==> src/pulse_train_map.svh <==
// Register offsets, field codes, reset values and timing figures of the pulse output unit
`ifndef PULSE_TRAIN_MAP_SVH
`define PULSE_TRAIN_MAP_SVH

`define CLK_HZ        32'h05f5e100
`define FREQ_UNIT_HZ  32'h0000000a
`define NCO_HALF      (`CLK_HZ / (32'h2 * `FREQ_UNIT_HZ))
`define FREQ_MAX      16'h1388
`define RAMP_STEP_MS  32'h00000004
`define PWM_F0_KHZ    5.9
`define PWM_F1_KHZ    1.5
`define PWM_F2_HZ     91.6

`define OFF_PORT      16'h0001
`define OFF_MODE      16'h0002
`define OFF_OPA       16'h0003
`define OFF_OPB       16'h0004
`define OFF_OPC       16'h0005
`define OFF_OPD       16'h0006
`define OFF_CNT_LO    16'h0007
`define OFF_CNT_HI    16'h0008
`define OFF_DEC_LO    16'h0009
`define OFF_DEC_HI    16'h000a
`define OFF_CMD       16'h000b
`define OFF_RESULT    16'h000c
`define OFF_STAT1     16'h000d
`define OFF_STAT2     16'h000e
`define OFF_RDSTAT    16'h000f
`define OFF_RUN       16'h0010
`define OFF_PMODE     16'h19d3
`define OFF_TYPE1     16'h19f3
`define OFF_TYPE2     16'h19f4

`define PMODE_RST     16'h0000
`define TYPE_RST      16'h0000
`define MODE_COUNTER  16'h0000
`define MODE_PULSE    16'h0001
`define TYPE_STD      16'h0000
`define TYPE_DUTY     16'h1000
`define PORT1         16'h0001
`define PORT2         16'h0002
`define STOP_CODE     16'h0003
`define SPEED_INDEP   16'h0000
`define SPEED_CONT    16'h0001
`define PWM_CODE_MAX  16'h0002
`define RES_OK        2'h1
`define RES_REFUSED   2'h2

`endif

==> src/pulse_train_pkg.sv <==
// Types shared by the pulse output unit
package pulse_train_pkg;

	typedef enum logic [3:0] {
		OP_SPEED  = 4'h1,
		OP_COUNT  = 4'h2,
		OP_TRAP   = 4'h3,
		OP_ACCEL  = 4'h4,
		OP_DUTY   = 4'h5,
		OP_STOP   = 4'h6,
		OP_TABLE  = 4'h7,
		OP_STATUS = 4'h8
	} cmd_op_type;

	typedef enum logic [4:0] {
		ST_IDLE = 5'h01,
		ST_RUN  = 5'h02,
		ST_UP   = 5'h04,
		ST_DN   = 5'h08,
		ST_PWM  = 5'h10
	} port_state_type;

endpackage

==> src/port_drive_if.sv <==
// Link from the port controller to one waveform generator
`timescale 1ns/1ps
interface port_drive_if;
	logic        std_en;
	logic [12:0] freq;
	logic        duty_en;
	logic [20:0] per;
	logic [20:0] high;
	logic        pulse_ev;
	logic        wave;

	modport ctl (output std_en, freq, duty_en, per, high, input pulse_ev, wave);
	modport gen (input std_en, freq, duty_en, per, high, output pulse_ev, wave);
endinterface

==> src/pulse_gen.sv <==
// Waveform generator for one port: frequency synthesiser or fixed-period duty output
`timescale 1ns/1ps
`include "pulse_train_map.svh"
module pulse_gen (
	input  wire logic  clk,
	input  wire logic  rst_b,
	port_drive_if.gen  drv
);
	logic [22:0] acc_q;
	logic [20:0] cnt_q;
	logic        wave_q;
	logic        ev_q;
	logic [22:0] sum;

	assign sum = acc_q + 23'(drv.freq);
	assign drv.wave = wave_q;
	assign drv.pulse_ev = ev_q;

	////////////////////////////////////////////////////////////////////////////////
	// Accumulator wraps at half a period per 10 Hz unit, so each wrap is one edge
	always_ff @(posedge clk) begin
		if (!rst_b) begin
			acc_q <= 23'h0;
			cnt_q <= 21'h0;
			wave_q <= 1'b0;
			ev_q <= 1'b0;
		end else if (drv.std_en) begin
			cnt_q <= 21'h0;
			if (sum >= 23'(`NCO_HALF)) begin
				acc_q <= sum - 23'(`NCO_HALF);
				wave_q <= !wave_q;
				ev_q <= !wave_q;
			end else begin
				acc_q <= sum;
				ev_q <= 1'b0;
			end
		end else if (drv.duty_en) begin
			acc_q <= 23'h0;
			ev_q <= 1'b0;
			cnt_q <= (cnt_q >= drv.per - 21'h1) ? 21'h0 : cnt_q + 21'h1;
			wave_q <= cnt_q < drv.high;
		end else begin
			acc_q <= 23'h0;
			cnt_q <= 21'h0;
			wave_q <= 1'b0;
			ev_q <= 1'b0;
		end
	end
endmodule

==> src/pulse_train_top.sv <==
// Two-port pulse output unit: registers, command checking, ramps and pulse counting
//
// The implementer's own choice: the plain strobed port.
`timescale 1ns/1ps
`include "pulse_train_map.svh"
module pulse_train_top #(
	parameter int unsigned RAMP_TICKS = `RAMP_STEP_MS * (`CLK_HZ / 32'h3e8),
	parameter int unsigned PWM_PER0   = $rtoi(`CLK_HZ / (`PWM_F0_KHZ * 1000.0)),
	parameter int unsigned PWM_PER1   = $rtoi(`CLK_HZ / (`PWM_F1_KHZ * 1000.0)),
	parameter int unsigned PWM_PER2   = $rtoi(`CLK_HZ / `PWM_F2_HZ)
) (
	input  wire logic        clk,
	input  wire logic        rst_b,
	input  wire logic [15:0] addr,
	input  wire logic [15:0] wdata,
	input  wire logic        wr,
	input  wire logic        rd,
	output logic      [15:0] rdata,
	output logic      [1:0]  pulse_out,
	output logic      [1:0]  dir_out
);
	logic [15:0]                     pmode_q;
	logic [15:0]                     type_q [2];
	logic [15:0]                     op_port_q, op_mode_q, op_a_q, op_b_q, op_c_q, op_d_q;
	logic [15:0]                     cnt_lo_q, cnt_hi_q, dec_lo_q, dec_hi_q;
	logic [15:0]                     rdata_q;
	logic [15:0]                     rdstat_q;
	logic [1:0]                      result_q;
	logic                            run_q;
	logic                            started_q;
	logic                            active_pulse_q;
	logic [18:0]                     tick_q;
	logic                            tick;
	pulse_train_pkg::port_state_type st_q [2];
	logic [12:0]                     freq_q [2], tgt_q [2], rate_q [2], tgt2_q [2], rate2_q [2];
	logic [23:0]                     total_q [2], decpt_q [2], pv_q [2], acc_q [2];
	logic [20:0]                     per_q [2], high_q [2];
	logic [1:0]                      counted_q, trap_q, two_q, phase2_q, decel_q;
	logic [1:0]                      cnt_set_q, done_q, dir_q;
	logic [1:0]                      run_w, fin_w, std_en_w, duty_en_w, pulse_ev;
	logic [4:0]                      stat_w [2];
	pulse_train_pkg::cmd_op_type     op;
	logic                            cmd_go, go_ok, go, sel, port_ok;
	logic [23:0]                     count_w, decel_w;
	logic [20:0]                     per_sel, high_w;
	logic [6:0]                      duty_bin;
	logic                            duty_ok;

	function automatic logic freq_ok(input logic [15:0] v);
		return v != 16'h0 && v <= `FREQ_MAX;
	endfunction

	function automatic logic [6:0] bcd2(input logic [15:0] v);
		return 7'(v[7:4]) * 7'h0a + 7'(v[3:0]);
	endfunction

	////////////////////////////////////////////////////////////////////////////////
	// Register writes; setup words only while the unit is stopped
	always_ff @(posedge clk) begin
		if (!rst_b) begin
			pmode_q <= `PMODE_RST;
			type_q[0] <= `TYPE_RST;
			type_q[1] <= `TYPE_RST;
			run_q <= 1'b0;
		end else if (wr && !run_q) begin
			if (addr == `OFF_PMODE) pmode_q <= wdata;
			if (addr == `OFF_TYPE1) type_q[0] <= wdata;
			if (addr == `OFF_TYPE2) type_q[1] <= wdata;
			if (addr == `OFF_RUN) run_q <= wdata[0];
		end else if (wr && addr == `OFF_RUN) begin
			run_q <= wdata[0];
		end
	end

	always_ff @(posedge clk) begin
		if (!rst_b) begin
			op_port_q <= 16'h0;
			op_mode_q <= 16'h0;
			op_a_q <= 16'h0;
			op_b_q <= 16'h0;
			op_c_q <= 16'h0;
			op_d_q <= 16'h0;
			cnt_lo_q <= 16'h0;
			cnt_hi_q <= 16'h0;
			dec_lo_q <= 16'h0;
			dec_hi_q <= 16'h0;
		end else if (wr) begin
			if (addr == `OFF_PORT) op_port_q <= wdata;
			if (addr == `OFF_MODE) op_mode_q <= wdata;
			if (addr == `OFF_OPA) op_a_q <= wdata;
			if (addr == `OFF_OPB) op_b_q <= wdata;
			if (addr == `OFF_OPC) op_c_q <= wdata;
			if (addr == `OFF_OPD) op_d_q <= wdata;
			if (addr == `OFF_CNT_LO) cnt_lo_q <= wdata;
			if (addr == `OFF_CNT_HI) cnt_hi_q <= wdata;
			if (addr == `OFF_DEC_LO) dec_lo_q <= wdata;
			if (addr == `OFF_DEC_HI) dec_hi_q <= wdata;
		end
	end

	// Port mode is taken from the mode word and frozen the first time the unit leaves the stopped state
	always_ff @(posedge clk) begin
		if (!rst_b) begin
			started_q <= 1'b0;
			active_pulse_q <= 1'b0;
		end else if (run_q && !started_q) begin
			started_q <= 1'b1;
			active_pulse_q <= pmode_q == `MODE_PULSE;
		end
	end

	always_ff @(posedge clk) begin
		if (!rst_b) begin
			tick_q <= 19'h0;
		end else begin
			tick_q <= (tick_q == 19'(RAMP_TICKS - 1)) ? 19'h0 : tick_q + 19'h1;
		end
	end
	assign tick = tick_q == 19'(RAMP_TICKS - 1);

	////////////////////////////////////////////////////////////////////////////////
	// Command checking
	assign cmd_go = wr && addr == `OFF_CMD;
	assign op = pulse_train_pkg::cmd_op_type'(wdata[3:0]);
	assign sel = op_port_q == `PORT2;
	assign port_ok = op_port_q == `PORT1 || op_port_q == `PORT2;
	assign count_w = {cnt_hi_q[7:0], cnt_lo_q};
	assign decel_w = {dec_hi_q[7:0], dec_lo_q};
	assign duty_bin = bcd2(op_a_q);
	assign duty_ok = op_a_q[15:8] == 8'h0 && op_a_q[7:4] <= 4'h9 && op_a_q[3:0] <= 4'h9
		&& duty_bin != 7'h0;
	assign per_sel = (op_mode_q == 16'h0) ? 21'(PWM_PER0) :
		(op_mode_q == 16'h1) ? 21'(PWM_PER1) : 21'(PWM_PER2);
	assign high_w = 21'((28'(per_sel) * 28'(duty_bin)) / 28'h64);
	assign go = cmd_go && go_ok;

	always_comb begin
		go_ok = 1'b0;
		unique case (op)
			pulse_train_pkg::OP_SPEED: go_ok = port_ok && type_q[sel] == `TYPE_STD
				&& (op_a_q == 16'h0 || (freq_ok(op_a_q) && (op_mode_q == `SPEED_CONT
				|| (op_mode_q == `SPEED_INDEP && (cnt_set_q[sel] || run_w[sel])))));
			pulse_train_pkg::OP_COUNT: go_ok = port_ok && !run_w[sel] && count_w != 24'h0
				&& cnt_hi_q[15:8] == 8'h0 && op_mode_q[15:1] == 15'h0;
			pulse_train_pkg::OP_TRAP: go_ok = active_pulse_q && port_ok
				&& type_q[sel] == `TYPE_STD && freq_ok(op_a_q) && freq_ok(op_b_q)
				&& count_w != 24'h0 && cnt_hi_q[15:8] == 8'h0;
			pulse_train_pkg::OP_ACCEL: begin
				go_ok = port_ok && type_q[sel] == `TYPE_STD && freq_ok(op_b_q)
					&& op_mode_q[15:2] == 14'h0;
				unique case (op_mode_q[1:0])
					2'h0: go_ok = go_ok && active_pulse_q && cnt_set_q[sel]
						&& freq_ok(op_a_q) && freq_ok(op_c_q) && freq_ok(op_d_q);
					2'h1: go_ok = go_ok && freq_ok(op_a_q);
					2'h2: go_ok = go_ok && run_w[sel] && counted_q[sel] && op_a_q <= `FREQ_MAX;
					2'h3: go_ok = go_ok && run_w[sel] && op_a_q <= `FREQ_MAX;
				endcase
			end
			pulse_train_pkg::OP_DUTY: go_ok = port_ok && type_q[sel] == `TYPE_DUTY
				&& op_mode_q <= `PWM_CODE_MAX && duty_ok;
			pulse_train_pkg::OP_STOP: go_ok = port_ok && op_mode_q == `STOP_CODE;
			pulse_train_pkg::OP_TABLE: go_ok = port_ok && !active_pulse_q;
			pulse_train_pkg::OP_STATUS: go_ok = port_ok;
			default: go_ok = 1'b0;
		endcase
	end

	always_comb begin
		for (int p = 0; p < 2; p++) begin
			run_w[p] = st_q[p] == pulse_train_pkg::ST_RUN || st_q[p] == pulse_train_pkg::ST_UP
				|| st_q[p] == pulse_train_pkg::ST_DN;
			fin_w[p] = counted_q[p] && run_w[p] && pulse_ev[p] && pv_q[p] + 24'h1 >= total_q[p];
			std_en_w[p] = run_w[p] && type_q[p] == `TYPE_STD;
			duty_en_w[p] = st_q[p] == pulse_train_pkg::ST_PWM && type_q[p] == `TYPE_DUTY;
			stat_w[p] = {duty_en_w[p], run_w[p] || duty_en_w[p], done_q[p], cnt_set_q[p],
				decel_q[p]};
		end
	end

	////////////////////////////////////////////////////////////////////////////////
	// Per-port sequencing: command first, then completion, then ramp step
	always_ff @(posedge clk) begin
		for (int p = 0; p < 2; p++) begin
			if (!rst_b) begin
				st_q[p] <= pulse_train_pkg::ST_IDLE;
				freq_q[p] <= 13'h0;
				tgt_q[p] <= 13'h0;
				rate_q[p] <= 13'h0;
				tgt2_q[p] <= 13'h0;
				rate2_q[p] <= 13'h0;
				total_q[p] <= 24'h0;
				decpt_q[p] <= 24'h0;
				pv_q[p] <= 24'h0;
				acc_q[p] <= 24'h0;
				per_q[p] <= 21'h0;
				high_q[p] <= 21'h0;
				{counted_q[p], trap_q[p], two_q[p], phase2_q[p], decel_q[p]} <= 5'h0;
				{cnt_set_q[p], done_q[p], dir_q[p]} <= 3'h0;
			end else if (go && sel == 1'(p)) begin
				unique case (op)
					pulse_train_pkg::OP_SPEED: begin
						decel_q[p] <= 1'b0;
						trap_q[p] <= 1'b0;
						two_q[p] <= 1'b0;
						freq_q[p] <= op_a_q[12:0];
						st_q[p] <= (op_a_q == 16'h0) ? pulse_train_pkg::ST_IDLE
							: pulse_train_pkg::ST_RUN;
						if (!run_w[p]) begin
							pv_q[p] <= 24'h0;
							done_q[p] <= 1'b0;
							counted_q[p] <= op_mode_q == `SPEED_INDEP;
						end
					end
					pulse_train_pkg::OP_COUNT: begin
						dir_q[p] <= op_mode_q[0];
						total_q[p] <= count_w;
						decpt_q[p] <= decel_w;
						cnt_set_q[p] <= 1'b1;
						done_q[p] <= 1'b0;
					end
					pulse_train_pkg::OP_TRAP: begin
						dir_q[p] <= op_mode_q[0];
						total_q[p] <= count_w;
						cnt_set_q[p] <= 1'b1;
						tgt_q[p] <= op_a_q[12:0];
						rate_q[p] <= op_b_q[12:0];
						freq_q[p] <= (op_b_q < op_a_q) ? op_b_q[12:0] : op_a_q[12:0];
						st_q[p] <= pulse_train_pkg::ST_UP;
						{counted_q[p], trap_q[p], two_q[p], phase2_q[p], decel_q[p]} <= 5'h18;
						pv_q[p] <= 24'h0;
						acc_q[p] <= 24'h0;
						done_q[p] <= 1'b0;
					end
					pulse_train_pkg::OP_ACCEL: begin
						tgt_q[p] <= op_a_q[12:0];
						rate_q[p] <= op_b_q[12:0];
						tgt2_q[p] <= op_c_q[12:0];
						rate2_q[p] <= op_d_q[12:0];
						phase2_q[p] <= 1'b0;
						trap_q[p] <= 1'b0;
						two_q[p] <= op_mode_q[1:0] == 2'h0;
						decel_q[p] <= op_mode_q[1];
						st_q[p] <= op_mode_q[1] ? pulse_train_pkg::ST_DN : pulse_train_pkg::ST_UP;
						if (op_mode_q[1:0] == 2'h0) begin
							counted_q[p] <= 1'b1;
							pv_q[p] <= 24'h0;
							done_q[p] <= 1'b0;
						end
						if (op_mode_q[1:0] == 2'h1) counted_q[p] <= 1'b0;
					end
					pulse_train_pkg::OP_DUTY: begin
						st_q[p] <= pulse_train_pkg::ST_PWM;
						per_q[p] <= per_sel;
						high_q[p] <= high_w;
						freq_q[p] <= 13'h0;
						counted_q[p] <= 1'b0;
						done_q[p] <= 1'b0;
					end
					pulse_train_pkg::OP_STOP: begin
						st_q[p] <= pulse_train_pkg::ST_IDLE;
						freq_q[p] <= 13'h0;
						decel_q[p] <= 1'b0;
					end
					default: begin
					end
				endcase
			end else begin
				if (run_w[p] && pulse_ev[p]) pv_q[p] <= pv_q[p] + 24'h1;
				if (st_q[p] == pulse_train_pkg::ST_UP && pulse_ev[p]) acc_q[p] <= acc_q[p] + 24'h1;
				if (fin_w[p]) begin
					st_q[p] <= pulse_train_pkg::ST_IDLE;
					freq_q[p] <= 13'h0;
					done_q[p] <= 1'b1;
					cnt_set_q[p] <= 1'b0;
					decel_q[p] <= 1'b0;
				end else if (tick) begin
					unique case (st_q[p])
						pulse_train_pkg::ST_UP: begin
							if (14'(freq_q[p]) + 14'(rate_q[p]) >= 14'(tgt_q[p])) begin
								freq_q[p] <= tgt_q[p];
								st_q[p] <= pulse_train_pkg::ST_RUN;
							end else begin
								freq_q[p] <= freq_q[p] + rate_q[p];
							end
						end
						pulse_train_pkg::ST_DN: begin
							if (14'(freq_q[p]) <= 14'(tgt_q[p]) + 14'(rate_q[p])) begin
								freq_q[p] <= tgt_q[p];
								decel_q[p] <= 1'b0;
								st_q[p] <= (tgt_q[p] == 13'h0) ? pulse_train_pkg::ST_IDLE
									: pulse_train_pkg::ST_RUN;
							end else begin
								freq_q[p] <= freq_q[p] - rate_q[p];
							end
						end
						pulse_train_pkg::ST_RUN: begin
							if (trap_q[p] && !phase2_q[p] && total_q[p] - pv_q[p] <= acc_q[p]) begin
								st_q[p] <= pulse_train_pkg::ST_DN;
								tgt_q[p] <= 13'h1;
								phase2_q[p] <= 1'b1;
								decel_q[p] <= 1'b1;
							end else if (two_q[p] && !phase2_q[p] && pv_q[p] >= decpt_q[p]) begin
								st_q[p] <= pulse_train_pkg::ST_DN;
								tgt_q[p] <= tgt2_q[p];
								rate_q[p] <= rate2_q[p];
								phase2_q[p] <= 1'b1;
								decel_q[p] <= 1'b1;
							end
						end
						pulse_train_pkg::ST_IDLE, pulse_train_pkg::ST_PWM: begin
						end
					endcase
				end
			end
		end
	end

	////////////////////////////////////////////////////////////////////////////////
	// Command result, status read and register read-back
	always_ff @(posedge clk) begin
		if (!rst_b) begin
			result_q <= 2'h0;
			rdstat_q <= 16'h0;
			rdata_q <= 16'h0;
		end else begin
			if (cmd_go) result_q <= go_ok ? `RES_OK : `RES_REFUSED;
			if (go && op == pulse_train_pkg::OP_STATUS) rdstat_q <= {8'h0, stat_w[sel][3:0], 4'h0};
			if (rd) begin
				unique case (addr)
					`OFF_PORT: rdata_q <= op_port_q;
					`OFF_MODE: rdata_q <= op_mode_q;
					`OFF_OPA: rdata_q <= op_a_q;
					`OFF_OPB: rdata_q <= op_b_q;
					`OFF_OPC: rdata_q <= op_c_q;
					`OFF_OPD: rdata_q <= op_d_q;
					`OFF_CNT_LO: rdata_q <= cnt_lo_q;
					`OFF_CNT_HI: rdata_q <= cnt_hi_q;
					`OFF_DEC_LO: rdata_q <= dec_lo_q;
					`OFF_DEC_HI: rdata_q <= dec_hi_q;
					`OFF_RESULT: rdata_q <= {14'h0, result_q};
					`OFF_STAT1: rdata_q <= {11'h0, stat_w[0]};
					`OFF_STAT2: rdata_q <= {11'h0, stat_w[1]};
					`OFF_RDSTAT: rdata_q <= rdstat_q;
					`OFF_RUN: rdata_q <= {14'h0, started_q, run_q};
					`OFF_PMODE: rdata_q <= pmode_q;
					`OFF_TYPE1: rdata_q <= type_q[0];
					`OFF_TYPE2: rdata_q <= type_q[1];
					default: rdata_q <= 16'h0;
				endcase
			end
		end
	end
	assign rdata = rdata_q;
	assign dir_out = dir_q;

	////////////////////////////////////////////////////////////////////////////////
	port_drive_if drv [2] ();
	generate
		for (genvar g = 0; g < 2; g++) begin : g_port
			assign drv[g].std_en = std_en_w[g];
			assign drv[g].freq = freq_q[g];
			assign drv[g].duty_en = duty_en_w[g];
			assign drv[g].per = per_q[g];
			assign drv[g].high = high_q[g];
			assign pulse_ev[g] = drv[g].pulse_ev;
			assign pulse_out[g] = drv[g].wave;
			pulse_gen u_gen (
				.clk   (clk),
				.rst_b (rst_b),
				.drv   (drv[g])
			);
		end
	endgenerate
endmodule

==> config.mk <==
export PLATFORM = sky130hd
export DESIGN_NAME = pulse_train_top
export DESIGN_NICKNAME = d
export VERILOG_FILES = /design/src/pulse_train_pkg.sv /design/src/port_drive_if.sv /design/src/pulse_gen.sv /design/src/pulse_train_top.sv
export VERILOG_INCLUDE_DIRS = /design/src
export SDC_FILE = /design/constraint.sdc
export NUM_CORES = 2
export LEC_CHECK = 0
export ABC_CLOCK_PERIOD_IN_PS = 22100
export BUFFER_PORTS_ARGS = -buffer_cell sky130_fd_sc_hd__buf_2
export CORE_AREA = 2 2 297 299
export CTS_CLUSTER_DIAMETER = 40
export DETAILED_ROUTE_END_ITERATION = 12
export DIE_AREA = 0 0 299 301
export HOLD_SLACK_MARGIN = 0.12
export PLACE_DENSITY_LB_ADDON = 0.08
export SLEW_MARGIN = 10
export SYNTH_ARGS = -nofsm -noshare
export SYNTH_HDL_FRONTEND = slang
export SYNTH_SLANG_ARGS = --single-unit
==> constraint.sdc <==
create_clock -name clk -period 22.1 [get_ports clk]
set_input_delay 1.105 -clock clk [delete_from_list [all_inputs] [get_ports clk]]
set_output_delay 1.105 -clock clk [all_outputs]
set_load 0.03 [all_outputs]
==> flow_summary.json <==
{
  "status": "finished clean",
  "drtIter0Drc": 6418,
  "p_leak_nw": 24.9,
  "first_pass_iters": 9,
  "clock_latency_ns": 0.74,
  "synthArstFlopShare_pct": 0,
  "clockPowerShare_pct": 50.6,
  "yosysMostFrequentCell": "nand2_1",
  "syn_nets": 7063,
  "worst_pin_slew_ns": 1.32,
  "dpl_cell_area_um2": 56900,
  "grt_max_degree": 117,
  "wl_per_cell_um": 22.6,
  "antenna_left": 0,
  "numCtsBuffers": 117,
  "slew_viol_final": 0,
  "grt_pass1_vias": 46225,
  "antenna_found_initial": 15,
  "pin_count": 56,
  "route.detailed.drc": 0,
  "vdd_drop_max_v": 0.0000810,
  "critical_path.startpoint_type": "register",
  "cap_violations": 0,
  "ctsHoldBuffers": 0,
  "nNetsFinal": 7043,
  "start_util_pct": 64.5,
  "synth_area_um2": 55800,
  "syn_to_final_growth_pct": 9.72,
  "stdcell_count": 7677,
  "yosysSeqAreaShare_pct": 34.2,
  "r2r_start": "op_a_q[5]$_SDFFE_PN0P_",
  "globalplace.congestion": 0.962,
  "synth_largest_area_cell": "edfxtp_1",
  "cp_slowest_cell": "dfxtp_1",
  "path_common_cell": "a21oi_1",
  "port_buffers": 55,
  "synthFlopType": "edfxtp_1",
  "grt_pass1_wl_um": 268000,
  "clk_path_buf_depth": 3,
  "reg2reg_setup_slack_ns": 1.17,
  "relSlewSlack_pct": 11.8,
  "startpoint": "op_a_q[5]$_SDFFE_PN0P_",
  "drive_gt1_share_pct": 7.22,
  "p_switching_w": 0.000992,
  "finalSetupViolCount": 0,
  "die_h_um": 301,
  "hold_ws_ns": 0.468,
  "grtUsageTotal_pct": 38.1,
  "grt_overflow_total": 0,
  "power_per_cell_area_nw_per_um2": 61.8,
  "crit_path_end_kind": "register",
  "finalWirelength_um": 174000,
  "min_period_over_period_pct": 94.7,
  "avgSynthCellArea_um2": 8.68,
  "cts_root_buf": "clkbuf_16",
  "clkTransAtPathRegs_ns": 0.06,
  "synth_edf_count": 417,
  "synth.top_cells.by_area": "edfxtp_1 (22%), ha_1 (12%), dfxtp_1 (12%)",
  "place_inst": 7438,
  "skew_ns": 0.0551,
  "cts_tree": "done",
  "h-tree-depth": 3,
  "intPower_w": 0.00279,
  "clock.fmax_mhz": 47.8,
  "setup_tns_ns": 0,
  "hpwl_um": 130000,
  "cp_data_required_time_ns": 22.54,
  "combPwrFrac_pct": 8.8,
  "synth_seq_cells": 746,
  "synth_top_area_share_pct": 22.4,
  "hp-start": "dec_hi_q[13]$_SDFFE_PN0P_",
  "core-area_um2": 86500,
  "vias_per_cell": 6.37,
  "synth_warnings": 0,
  "hold_path.class": "reg2reg",
  "ys_types": 122,
  "p_sw_share_pct": 26.2,
  "die-area_um2": 90000,
  "seqPwrFrac_pct": 40.6,
  "clock_sinks": 746,
  "ys_top_cells_by_count": "nand2_1 (681), nor2_1 (559), inv_1 (556)",
  "fin_area_um2": 61200,
  "worst-setup-path-type": "reg2reg",
  "crit_path_max_fanout": 13,
  "timing.final.crit_period_ns": 20.93,
  "vias": 48923,
  "die_width_um": 299,
  "finalHoldViolations": 0,
  "syn_inst": 6431,
  "critPathMaxStageDelay_ns": 0.57,
  "worst_ep_arrival_time_ns": 21.37,
  "row_count": 108
}
## repair_timing
| item | CTS | global route |
|---|---|---|
| endpoints found under the hold margin | 0 | 0 |
| resized for setup | 0 | 27 |
| buffers inserted | 0 | 9 |
| endpoints found under the setup margin | 0 | 6 |
## metal layers
layer | vias to the layer above | global-route usage (%) | wire length, um | part of all wire, %
met2 | 2646 | 55.5 | 71900 | 41
met4 | 6 | 14.5 | 6930 | 4.0
li1 | 22685 | - | - | -
met5 | - | 0 | 87 | 0.050
met1 | 23116 | 55.0 | 74300 | 43
met3 | 470 | 8.59 | 20500 | 12
## kinds of logic after synthesis
| family | Yosys count | synth area share (%) |
|---|---|---|
| adder cells (fa/ha/maj) | 602 | 14.4 |
| AO/OA/AOI/OAI | 1476 | 18.1 |
| flip-flops | 746 | 34.2 |
| multiplexers | 45 | 0.838 |
| buffers and inverters | 822 | 5.88 |
| AND/OR/NAND/NOR | 2354 | 20.5 |
| XOR/XNOR | 386 | 6.07 |
## cells in the final DEF (no fill, tap or decap), types with 92 or more instances in the layout
| master | count |
|---|---|
| nand2_1 | 681 |
| inv_1 | 556 |
| nor2_1 | 556 |
| ha_1 | 529 |
| edfxtp_1 | 417 |
| a21oi_1 | 345 |
| dfxtp_1 | 329 |
| xnor2_1 | 254 |
| o21ai_0 | 243 |
| and2_1 | 215 |
| a21boi_0 | 191 |
| nand3_1 | 159 |
| nor3_1 | 136 |
| nor2b_1 | 129 |
| xor2_1 | 127 |
| clkbuf_16 | 119 |
| nand2b_1 | 101 |
| a21o_1 | 100 |
| nand4_1 | 92 |
## sequential cells by signal, summed over array words and instances (netlist names), 19 cells and up
register and count:
pv_q 48, tgt_q 26, rate_q 26, decpt_q 48, type_q 32, g_port.u_gen.cnt_q 42, total_q 48, freq_q 26
rate2_q 26, high_q 42, acc_q 48, g_port.u_gen.acc_q 46, tgt2_q 26, tick_q 19
## layout make-up
| cell class | instances | area, um2 |
|---|---|---|
| multi-input combinational | 4863 | 33600 |
| timing repair buffer | 126 | 815 |
| sequential | 746 | 19100 |
| clock buffer | 130 | 3040 |
| clock inverter | 92 | 1070 |
| fill | 6744 | 25200 |
| tap | 1155 | 1450 |
| antenna | 8 | 20.0 |
| inverter | 557 | 2090 |
## metrics by stage
stage / setup slack (ns) / power [W] / utilization [%]
6_report: 1.17 / 0.00378 / 70.8
3_3_place_gp: 1.06 / 0.00187 / 65.8
5_1_grt: -0.00731 / 0.00389 / 70.8
4_1_cts: 0.489 / 0.00378 / 70.5
3_5_place_dp: 0.672 / 0.00189 / 65.8
2_1_floorplan: 3.87 / 0.00179 / -
## worst max-delay path, delay by kind of cell, from the launching register on
| family | cells | cell delay, ns |
|---|---|---|
| flip-flops | 1 | 0.57 |
| buffers and inverters | 7 | 0.78 |
| AO/OA/AOI/OAI | 35 | 10.37 |
| AND/OR/NAND/NOR | 11 | 2.47 |
| adder cells (fa/ha/maj) | 10 | 4.07 |
| XOR/XNOR | 4 | 1.38 |
| multiplexers | 4 | 1.02 |
## path summary, 6_finish.rpt
path         depth (start not counted)                         end
max                                 71  high_q[1][0]$_SDFFCE_PN0P_
min                                  2   dec_hi_q[13]$_SDFFE_PN0P_
max reg2reg                         71  high_q[1][0]$_SDFFCE_PN0P_
min reg2reg                          2   dec_hi_q[13]$_SDFFE_PN0P_
## power by group through the flow
stage | Clock [W] | Combinational, W | Sequential, W
2_1_floorplan | 0 | 0.000242 | 0.00155
3_3_place_gp | 0 | 0.000313 | 0.00156
4_1_cts | 0.00192 | 0.000328 | 0.00153
5_1_grt | 0.00198 | 0.000372 | 0.00154
3_5_place_dp | 0 | 0.000323 | 0.00156
6_report | 0.00192 | 0.000334 | 0.00154
(Power assumes the default switching activity.)
